--- src/rtl/dpd_consts.svh ---
`ifndef DPD_CONSTS_SVH
`define DPD_CONSTS_SVH

// ==========================================================
// Register map (byte addresses on the Wishbone slave)
`define DPD_ADDR_CTRL 8'h00
`define DPD_ADDR_STATUS 8'h04
`define DPD_ADDR_CODE 8'h08
`define DPD_ADDR_COUNT 8'h0c

// ==========================================================
// Control register fields
`define DPD_CTRL_MULT_EN 0
`define DPD_CTRL_RANGE_LO 1
`define DPD_CTRL_RANGE_HI 2
`define DPD_CTRL_DIV_RESET 3
`define DPD_CTRL_RESET 4'h0

// ==========================================================
// Status register fields
`define DPD_STAT_LOCK 0
`define DPD_STAT_ACTIVE 1
`define DPD_STAT_FORBIDDEN 2
`define DPD_STAT_OVERRUN 3
`define DPD_STAT_PERIOD_LSB 16

// ==========================================================
// Code layout
`define DPD_CODE_W 14
`define DPD_HI_MSB 13
`define DPD_HI_LSB 9
`define DPD_MID_MSB 8
`define DPD_MID_LSB 5
`define DPD_HI_SEGS 31
`define DPD_MID_SEGS 15
`define DPD_BIN_W 5

// ==========================================================
// Lock detector: consecutive good phase checks before lock
`define DPD_LOCK_CHECKS 4'h4
`define DPD_PERIOD_W 16

`endif

--- src/rtl/dpd_pkg.sv ---
`include "dpd_consts.svh"

package dpd_pkg;

   // Port mode with the multiplier disabled
   typedef enum logic [1:0] {
      DPD_PM_INTERLEAVED = 2'b00,
      DPD_PM_PORT1 = 2'b01,
      DPD_PM_PORT2 = 2'b10,
      DPD_PM_FORBIDDEN = 2'b11
   } dpd_port_mode_type;

   // Output sequencer states, Gray from IDLE through WAIT to EMIT; EMIT back to IDLE flips both bits
   typedef enum logic [1:0] {
      DPD_OS_IDLE = 2'b00,
      DPD_OS_WAIT = 2'b01,
      DPD_OS_EMIT = 2'b11
   } dpd_oseq_type;

   // Segment switch controls for one output side
   typedef struct packed {
      logic [`DPD_HI_SEGS-1:0] therm_hi;
      logic [`DPD_MID_SEGS-1:0] therm_mid;
      logic [`DPD_BIN_W-1:0] bin;
   } dpd_seg_type;

   // Pair of words captured on one external edge
   typedef struct packed {
      logic [`DPD_CODE_W-1:0] port1;
      logic [`DPD_CODE_W-1:0] port2;
   } dpd_pair_type;

endpackage : dpd_pkg

--- src/rtl/dpd_top.sv ---
`timescale 1ns/1ps
`include "dpd_consts.svh"

module dpd_top (
   input wire logic clk_i,
   input wire logic rst_i,
   input wire logic ce_i,
   // Wishbone classic slave
   input wire logic wb_cyc_i,
   input wire logic wb_stb_i,
   input wire logic wb_we_i,
   input wire logic [7:0] wb_adr_i,
   input wire logic [3:0] wb_sel_i,
   input wire logic [31:0] wb_dat_i,
   output logic [31:0] wb_dat_o,
   output logic wb_ack_o,
   // External clock and data ports (pins)
   input wire logic ext_clk_i,
   input wire logic [`DPD_CODE_W-1:0] port1_i,
   input wire logic [`DPD_CODE_W-1:0] port2_i,
   // Converter side
   input wire logic conv_ready_i,
   output logic conv_valid_o,
   output dpd_pkg::dpd_seg_type seg_primary_o,
   output dpd_pkg::dpd_seg_type seg_compl_o,
   output logic lock_indicator_o
);
   import dpd_pkg::*;

   // ==========================================================
   // Register file state
   logic [3:0] ctrl_q;
   logic overrun_q;
   logic [`DPD_CODE_W-1:0] last_code_q;
   logic [31:0] count_q;
   logic ack_q;
   logic [31:0] rdata_q;
   logic wr_ctrl;
   logic wr_stat;
   logic bus_req;

   // ==========================================================
   // Pin synchronisers
   logic clk_s1_q;
   logic clk_s2_q;
   logic clk_s3_q;
   dpd_pair_type pins_s1_q;
   dpd_pair_type pins_s2_q;
   logic ext_rise;

   // ==========================================================
   // Clocking and sequencing state
   logic mult_en;
   logic [1:0] range_sel;
   logic div_reset;
   logic forbidden;
   logic [`DPD_PERIOD_W-1:0] cnt_q;
   logic [`DPD_PERIOD_W-1:0] period_q;
   logic [`DPD_PERIOD_W-1:0] half;
   dpd_oseq_type os_q;
   dpd_pair_type latch_q;
   logic [`DPD_CODE_W-1:0] held_p2_q;
   logic phase_q;
   logic onex_rise;
   logic [3:0] fb_cnt_q;
   logic [3:0] fb_mod;
   logic [3:0] good_q;
   logic lock_q;

   // ==========================================================
   // Buffer interface
   logic push_valid;
   logic [`DPD_CODE_W-1:0] push_data;
   logic buf_ready;
   logic buf_valid;
   logic [`DPD_CODE_W-1:0] buf_data;
   logic out_take;
   dpd_seg_type seg_d;

   assign mult_en = ctrl_q[`DPD_CTRL_MULT_EN];
   assign range_sel = {ctrl_q[`DPD_CTRL_RANGE_HI], ctrl_q[`DPD_CTRL_RANGE_LO]};
   assign div_reset = ctrl_q[`DPD_CTRL_DIV_RESET] && !mult_en;
   assign forbidden = !mult_en && (dpd_port_mode_type'(range_sel) == DPD_PM_FORBIDDEN);

   // ==========================================================
   // Wishbone slave: ack one cycle after the strobe, dropped next cycle
   assign bus_req = wb_cyc_i && wb_stb_i && !ack_q;
   assign wr_ctrl = bus_req && wb_we_i && wb_sel_i[0] && (wb_adr_i == `DPD_ADDR_CTRL);
   assign wr_stat = bus_req && wb_we_i && wb_sel_i[0] && (wb_adr_i == `DPD_ADDR_STATUS);

   always_ff @(posedge clk_i) begin
      if (rst_i) begin
         ack_q <= 1'b0;
      end else if (ce_i) begin
         ack_q <= bus_req;
      end
   end

   // Read data latched with the ack; unmapped addresses read zero
   always_ff @(posedge clk_i) begin
      if (rst_i) begin
         rdata_q <= 32'h0;
      end else if (ce_i && bus_req) begin
         unique case (wb_adr_i)
            `DPD_ADDR_CTRL: rdata_q <= {28'h0, ctrl_q};
            `DPD_ADDR_STATUS: rdata_q <= {period_q, 12'h0, overrun_q, forbidden, mult_en, lock_q};
            `DPD_ADDR_CODE: rdata_q <= {18'h0, last_code_q};
            `DPD_ADDR_COUNT: rdata_q <= count_q;
            default: rdata_q <= 32'h0;
         endcase
      end
   end

   assign wb_ack_o = ack_q;
   assign wb_dat_o = rdata_q;

   // Control register: enable, range select, divider reset
   always_ff @(posedge clk_i) begin
      if (rst_i) begin
         ctrl_q <= `DPD_CTRL_RESET;
      end else if (ce_i && wr_ctrl) begin
         ctrl_q <= wb_dat_i[3:0];
      end
   end

   // Overrun sticky: a word lost in the same cycle as the clear still sets it
   always_ff @(posedge clk_i) begin
      if (rst_i) begin
         overrun_q <= 1'b0;
      end else if (ce_i) begin
         if (push_valid && !buf_ready) begin
            overrun_q <= 1'b1;
         end else if (wr_stat && wb_dat_i[`DPD_STAT_OVERRUN]) begin
            overrun_q <= 1'b0;
         end
      end
   end

   // ==========================================================
   // Two flops on every pin, a third on the clock for edge detect; clock and data share the delay so they stay aligned
   always_ff @(posedge clk_i) begin
      if (rst_i) begin
         clk_s1_q <= 1'b0;
         clk_s2_q <= 1'b0;
         clk_s3_q <= 1'b0;
         pins_s1_q <= '0;
         pins_s2_q <= '0;
      end else if (ce_i) begin
         clk_s1_q <= ext_clk_i;
         clk_s2_q <= clk_s1_q;
         clk_s3_q <= clk_s2_q;
         pins_s1_q <= {port1_i, port2_i};
         pins_s2_q <= pins_s1_q;
      end
   end

   assign ext_rise = clk_s2_q && !clk_s3_q;

   // ==========================================================
   // Period measurement on rising edges only, so duty cycle does not matter
   always_ff @(posedge clk_i) begin
      if (rst_i) begin
         cnt_q <= '0;
         period_q <= '0;
      end else if (ce_i) begin
         if (ext_rise) begin
            cnt_q <= `DPD_PERIOD_W'(1);
            period_q <= cnt_q;
         end else if (cnt_q != '1) begin
            cnt_q <= cnt_q + `DPD_PERIOD_W'(1);
         end
      end
   end

   assign half = period_q >> 1;

   // ==========================================================
   // Internal 1x phase with the multiplier off; divider reset forces it high
   always_ff @(posedge clk_i) begin
      if (rst_i) begin
         phase_q <= 1'b0;
      end else if (ce_i) begin
         if (div_reset) begin
            phase_q <= 1'b1;
         end else if (ext_rise) begin
            phase_q <= !phase_q;
         end
      end
   end

   assign onex_rise = ext_rise && !phase_q && !div_reset;

   // ==========================================================
   // Input latches: both ports on one edge, only the selected port in the single-port modes
   always_ff @(posedge clk_i) begin
      if (rst_i) begin
         latch_q <= '0;
         held_p2_q <= '0;
      end else if (ce_i) begin
         if (mult_en && ext_rise) begin
            latch_q <= pins_s2_q;
            held_p2_q <= latch_q.port2;
         end else if (!mult_en && onex_rise && !forbidden) begin
            unique case (dpd_port_mode_type'(range_sel))
               DPD_PM_PORT1: latch_q.port1 <= pins_s2_q.port1;
               DPD_PM_PORT2: latch_q.port2 <= pins_s2_q.port2;
               default: latch_q <= pins_s2_q;
            endcase
         end
      end
   end

   // ==========================================================
   // Output sequencer: port 2 on the edge, port 1 half a period later
   always_ff @(posedge clk_i) begin
      if (rst_i) begin
         os_q <= DPD_OS_IDLE;
      end else if (ce_i) begin
         unique case (os_q)
            DPD_OS_IDLE: begin
               if (mult_en && ext_rise) begin
                  os_q <= DPD_OS_WAIT;
               end else if (!mult_en && onex_rise && !forbidden
                            && dpd_port_mode_type'(range_sel) == DPD_PM_INTERLEAVED) begin
                  os_q <= DPD_OS_WAIT;
               end
            end
            DPD_OS_WAIT: begin
               if (!mult_en && ext_rise) begin
                  os_q <= DPD_OS_EMIT; // Next 2x edge with the multiplier off
               end else if (mult_en && cnt_q >= half) begin
                  os_q <= DPD_OS_EMIT;
               end
            end
            DPD_OS_EMIT: begin
               os_q <= DPD_OS_IDLE;
            end
            default: begin
               os_q <= DPD_OS_IDLE;
            end
         endcase
      end
   end

   // Words offered to the buffer; at most one per cycle
   always_comb begin
      push_valid = 1'b0;
      push_data = latch_q.port2;
      if (os_q == DPD_OS_EMIT) begin
         push_valid = 1'b1;
         push_data = latch_q.port1;
      end else if (mult_en && ext_rise) begin
         push_valid = 1'b1;
         push_data = latch_q.port2;
      end else if (!mult_en && onex_rise && !forbidden) begin
         push_valid = 1'b1;
         unique case (dpd_port_mode_type'(range_sel))
            DPD_PM_PORT1: push_data = latch_q.port1;
            default: push_data = latch_q.port2;
         endcase
      end
   end

   // ==========================================================
   // Feedback divider and phase check; the prescaler stretches the check
   // interval so slow input clocks still see the oscillator in its span
   assign fb_mod = 4'h1 << range_sel;

   always_ff @(posedge clk_i) begin
      if (rst_i) begin
         fb_cnt_q <= 4'h0;
         good_q <= 4'h0;
         lock_q <= 1'b0;
      end else if (ce_i) begin
         if (!mult_en) begin
            fb_cnt_q <= 4'h0;
            good_q <= 4'h0;
            lock_q <= 1'b0;
         end else if (ext_rise) begin
            fb_cnt_q <= (fb_cnt_q + 4'h1 >= fb_mod) ? 4'h0 : fb_cnt_q + 4'h1;
            if (fb_cnt_q == 4'h0) begin
               // Phase good when the period held within one cycle
               if ((period_q - cnt_q <= `DPD_PERIOD_W'(1)) || (cnt_q - period_q <= `DPD_PERIOD_W'(1))) begin
                  good_q <= (good_q == `DPD_LOCK_CHECKS) ? good_q : good_q + 4'h1;
                  lock_q <= (good_q >= `DPD_LOCK_CHECKS - 4'h1);
               end else begin
                  good_q <= 4'h0;
                  lock_q <= 1'b0;
               end
            end
         end
      end
   end

   // Lock pin: phase result when active, the 1x clock when off
   always_ff @(posedge clk_i) begin
      if (rst_i) begin
         lock_indicator_o <= 1'b0;
      end else if (ce_i) begin
         lock_indicator_o <= mult_en ? lock_q : phase_q;
      end
   end

   // ==========================================================
   // Two-entry buffer absorbs a converter stall of up to two words; later words are lost and set overrun
   dpd_buf2 #(
      .WIDTH(`DPD_CODE_W),
      .DEPTH(2)
   ) u_buf (
      .clk_i(clk_i),
      .rst_i(rst_i),
      .ce_i(ce_i),
      .in_valid_i(push_valid),
      .in_ready_o(buf_ready),
      .in_data_i(push_data),
      .out_valid_o(buf_valid),
      .out_ready_i(out_take),
      .out_data_o(buf_data)
   );

   assign out_take = buf_valid && (conv_ready_i || !conv_valid_o);

   // ==========================================================
   // Segment decoder
   always_comb begin
      seg_d = '0;
      for (int i = 0; i < `DPD_HI_SEGS; i++) begin
         seg_d.therm_hi[i] = (buf_data[`DPD_HI_MSB:`DPD_HI_LSB] > 5'(i));
      end
      for (int j = 0; j < `DPD_MID_SEGS; j++) begin
         seg_d.therm_mid[j] = (buf_data[`DPD_MID_MSB:`DPD_MID_LSB] > 4'(j));
      end
      seg_d.bin = buf_data[`DPD_BIN_W-1:0];
   end

   // Output latch: one word per cycle keeps pace with the doubled rate
   always_ff @(posedge clk_i) begin
      if (rst_i) begin
         seg_primary_o <= '0;
         seg_compl_o <= '1;
         conv_valid_o <= 1'b0;
      end else if (ce_i) begin
         if (out_take) begin
            seg_primary_o <= seg_d;
            seg_compl_o <= ~seg_d;
            conv_valid_o <= 1'b1;
         end else if (conv_ready_i) begin
            conv_valid_o <= 1'b0;
         end
      end
   end

   // Last code and word count for software
   always_ff @(posedge clk_i) begin
      if (rst_i) begin
         last_code_q <= '0;
         count_q <= 32'h0;
      end else if (ce_i && out_take) begin
         last_code_q <= buf_data;
         count_q <= count_q + 32'h1;
      end
   end

endmodule : dpd_top

--- src/rtl/dpd_buf2.sv ---
`timescale 1ns/1ps
`include "dpd_consts.svh"

// Two-entry buffer between the port multiplexer and the output latch
module dpd_buf2 #(
   parameter int WIDTH = `DPD_CODE_W,
   parameter int DEPTH = 2
) (
   input wire logic clk_i,
   input wire logic rst_i,
   input wire logic ce_i,
   input wire logic in_valid_i,
   output logic in_ready_o,
   input wire logic [WIDTH-1:0] in_data_i,
   output logic out_valid_o,
   input wire logic out_ready_i,
   output logic [WIDTH-1:0] out_data_o
);

   localparam int AW = (DEPTH > 1) ? $clog2(DEPTH) : 1;

   logic [WIDTH-1:0] mem_q [DEPTH];
   logic [AW-1:0] wr_q;
   logic [AW-1:0] rd_q;
   logic [AW:0] cnt_q;
   logic push;
   logic pop;

   // ==========================================================
   // Flow control
   assign in_ready_o = (cnt_q != (AW+1)'(DEPTH));
   assign out_valid_o = (cnt_q != '0);
   assign out_data_o = mem_q[rd_q];
   assign push = in_valid_i && in_ready_o;
   assign pop = out_valid_o && out_ready_i;

   // Storage, no reset needed on data
   always_ff @(posedge clk_i) begin
      if (ce_i && push) begin
         mem_q[wr_q] <= in_data_i;
      end
   end

   // Pointers wrap at DEPTH
   always_ff @(posedge clk_i) begin
      if (rst_i) begin
         wr_q <= '0;
         rd_q <= '0;
      end else if (ce_i) begin
         if (push) begin
            wr_q <= (wr_q == AW'(DEPTH-1)) ? '0 : wr_q + AW'(1);
         end
         if (pop) begin
            rd_q <= (rd_q == AW'(DEPTH-1)) ? '0 : rd_q + AW'(1);
         end
      end
   end

   // Occupancy
   always_ff @(posedge clk_i) begin
      if (rst_i) begin
         cnt_q <= '0;
      end else if (ce_i) begin
         if (push && !pop) begin
            cnt_q <= cnt_q + (AW+1)'(1);
         end else if (pop && !push) begin
            cnt_q <= cnt_q - (AW+1)'(1);
         end
      end
   end

endmodule : dpd_buf2

--- config.mk ---
export PLATFORM = sky130hd
export DESIGN_NAME = dpd_top
export DESIGN_NICKNAME = d
export VERILOG_FILES = /design/src/rtl/dpd_pkg.sv /design/src/rtl/dpd_top.sv /design/src/rtl/dpd_buf2.sv
export VERILOG_INCLUDE_DIRS = /design/src /design/src/rtl
export SDC_FILE = /design/constraint.sdc
export NUM_CORES = 1
export LEC_CHECK = 0
export BUFFER_PORTS_ARGS = -buffer_cell sky130_fd_sc_hd__buf_2
export CORE_UTILIZATION = 50
export DETAILED_ROUTE_END_ITERATION = 10
export PLACE_DENSITY = 0.71
export SYNTH_ARGS = -nofsm -noshare
export SYNTH_HDL_FRONTEND = slang
export SYNTH_SLANG_ARGS = --single-unit
--- constraint.sdc ---
create_clock -name clk_i -period 3.51 [get_ports clk_i]
set_input_delay 0.1755 -clock clk_i [delete_from_list [all_inputs] [get_ports clk_i]]
set_output_delay 0.1755 -clock clk_i [all_outputs]
set_load 0.01 [all_outputs]
==> reports/qor.csv <==
metric;value;unit
layout cells sized above 1;16.69;%
Syn Area/Cell;8.952;sq um
Yosys cell types;83;
EDFF count, synth;28;
status;completed;
final count of negative-setup-slack endpoints;0;
die height;177.7;um
Initial DRC Count;864;
Final Max Slew Viols;0;
largest family of logic cells by synthesized area;simple AND/OR/NAND/NOR gates;
grt ovf;0;
Main synth FF type;dfxtp_1;
critical-path cell list;inv_1 > ha_1 > fa_1 > nand2b_1 > a21oi_1 > a221o_1 > a31oi_1 > a211oi_1 > nand4_1 > o22ai_2 > nor2_2 > a311oi_2;
PwrDens;597.9;nW/um^2
Int Power;0.007661;W
clk_lat worst skew;0.52;ns
Slew headroom;33.54;%
initial antenna violation count;2;
wire per inst;17.33;um
RSZ-0062 raised after global routing;no;
Mapped Area;15440;sq um
# port buffers;185;
setup tns final;0;ns
combinational share of power;20.3;%
Synth Area in Simple Gates;18.34;%
most common cell after layout, fill and taps aside;dfxtp_1;
Detail Placement HPWL;28.71;mm
register area share after synthesis;46.67;%
Starting Density;51.42;%
minimum clock period;3.246;ns
post-synthesis mux area share;9.253;%
Routed WL;40.42;mm
Layout area overhead;17.78;%
DRT Pass-1 Iters;7;
CTS H-Tree Depth;2;
routed wl met3;2.131;mm
DIE AREA;31590;sq um
post-DR vias/cell;5.516;
Worst Path Max Fanout;5;
CTS sink count;346;
core footprint;30030;sq um
row count;63;
Max Used Layer;met5;
Setup crit end kind;register;
Critical Path Source Type;register;
xor/xnor share of the synthesized area;3.055;%
Clk Tree Root Cell;clkbuf_16;
commonest cells after routing, fill and taps aside;318 x dfxtp_1, 311 x nor2_1, 197 x nand2_1;
post-route ant nets;0;
FF+latch count, synth;346;
Crit Path Class;reg -> reg;
Die Wd;177.7;um
critical path required time;3.94;ns
Tcrit/Tclk final;92.48;%
CTS tree;yes;
achievable frequency;308.1;MHz
largest net degree at the start of global routing;154;
# nets final;2051;
synth warn;0;
slowest library cell on the worst path;dfxtp_1;
Layout Skew;0.02140;ns
first-pass GRT wire length;64.37;mm
Final Hold Viols;0;
gate count after technology mapping;1725;
Clock transition at path regs;0.06;ns
Post-Route M1 WL;17.66;mm
Clock Tree Buf Depth;3;
Slew @ Worst Pin;0.9718;ns
IO Count;217;
Critical Path AT;3.68;ns
routability cong.;0.9292;
Post-CTS Setup Inserts;0;
Total Routing Usage GR;25.61;%
switch share;29.56;%
vias in the first global route;12349;
worst vdd ir;0.4179;mV
Clock Power Share;35.5;%
CP top delay family;compound AO/OA/AOI/OAI gates;
Buffers & Inverters on Critical Path;1;
CP peak stage delay;0.42;ns
P_leak;7.835;nW
max-cap viol count;0;
Via Count;12863;
Switch Pwr;0.003214;W
Seq pwr share;44.2;%
post-route DRC violation count;0;
worst hold slack;0.02075;ns
Syn Nets;1863;
Routed met2 length;19.12;mm
TritonCTS buffer count;37;
Async S/R FF share, synth;0;%
Post-Synth Adder-Cell Area;4.797;%
Hold Path Class;in -> reg;
Compound-Gate Fraction of Synth Area;13.76;%
==> per-stage QoR <==
step           instances  power (W)  util [%]  cell area (sq um)  setup slack (ns)
2_1_floorplan       1725   0.006235         -              15440            0.5102
6_report            2332    0.01088     60.56              18190            0.2640
3_3_place_gp        2231   0.007008     55.39              16630            0.3086
4_1_cts             2331    0.01094     60.53              18180            0.2697
5_1_grt             2331    0.01140     60.55              18190          0.003813
3_5_place_dp        2231   0.007048     55.39              16630            0.2788
==> worst min-delay path: cells and delay by family <==
kind	cells	cell delay (ns)
AND/OR/NAND/NOR	2	0.14
AO/OA/AOI/OAI	1	0.06
buffers and inverters	1	0.13
==> routing by layer <==
metal	up-vias	track usage (%)
met2	317	41.67
li1	6321	-
met5	-	0
met1	6135	33.60
met3	88	4.670
met4	2	9.900
==> repair_timing <==
action / in CTS / in global routing
hold buffers: 33 / 0
setup endpoints to repair: 0 / 1
endpoints found under the hold margin: 33 / 0
resized for setup: 0 / 1
==> path summary, 6_finish.rpt <==
| kind | slack, ns | end | cells past startpoint | from |
|---|---|---|---|---|
| worst max register to register | 0.26 | good_q[2]$_SDFFE_PP0P_ | 12 | cnt_q[0]$_SDFFE_PP0P_ |
| worst min register to register | 0.44 | seg_compl_o[11]$_SDFFE_PP1P_ | 2 | seg_compl_o[11]$_SDFFE_PP1P_ |
| worst max-delay path | 0.26 | good_q[2]$_SDFFE_PP0P_ | 12 | cnt_q[0]$_SDFFE_PP0P_ |
| worst min-delay path | 0.02 | conv_valid_o$_SDFFE_PP0P_ | 4 | conv_ready_i |
==> kinds of logic after synthesis <==
family	count (synthesis)
AND/OR/NAND/NOR	654
flip-flops	346
AO/OA/AOI/OAI	331
buffers and inverters	147
multiplexers	136
adder cells (fa/ha/maj)	58
XOR/XNOR	53
==> cells in the mapped netlist, drive strengths merged (30+ instances only) <==
library cell / n / area, sq um
o21a: 30 / 225.2
ha: 56 / 700.7
clkbuf: 57 / 244.0
nor2: 312 / 1174
inv: 50 / 187.7
mux2i: 109 / 1091
buf: 39 / 201.4
a21oi: 104 / 539.3
a22oi: 34 / 255.2
nand2: 197 / 739.5
o21ai: 67 / 335.3
dfxtp: 318 / 6366
==> final cells by class <==
type	instances	area, sq um
fill	2579	11840
clock inverter	20	200.2
multi-input combinational	1232	7605
inverter	51	191.4
antenna	1	2.502
timing repair buffer	245	1480
clock buffer	47	1015
sequential	346	7207
tap	390	488.0
==> power groups by stage <==
| stage | Clock (W) | Sequential [W] | Combinational (W) |
|---|---|---|---|
| 6_report | 0.00386 | 0.00481 | 0.00220 |
| 5_1_grt | 0.00409 | 0.00487 | 0.00245 |
| 4_1_cts | 0.00393 | 0.00480 | 0.00220 |
| 3_5_place_dp | 0 | 0.00489 | 0.00216 |
| 3_3_place_gp | 0 | 0.00487 | 0.00214 |
| 2_1_floorplan | 0 | 0.00500 | 0.00123 |
==> registers in the layout, indices dropped and copies added (netlist names), 28 cells and up, named ones only <==
register	flops
pins_s1_q	28
pins_s2_q	28
wb_dat_o	32
count_q	32
seg_primary_o	50
seg_compl_o	51
latch_q	28
u_buf.mem_q	28
Note: power is estimated with default switching activity, not from simulation.
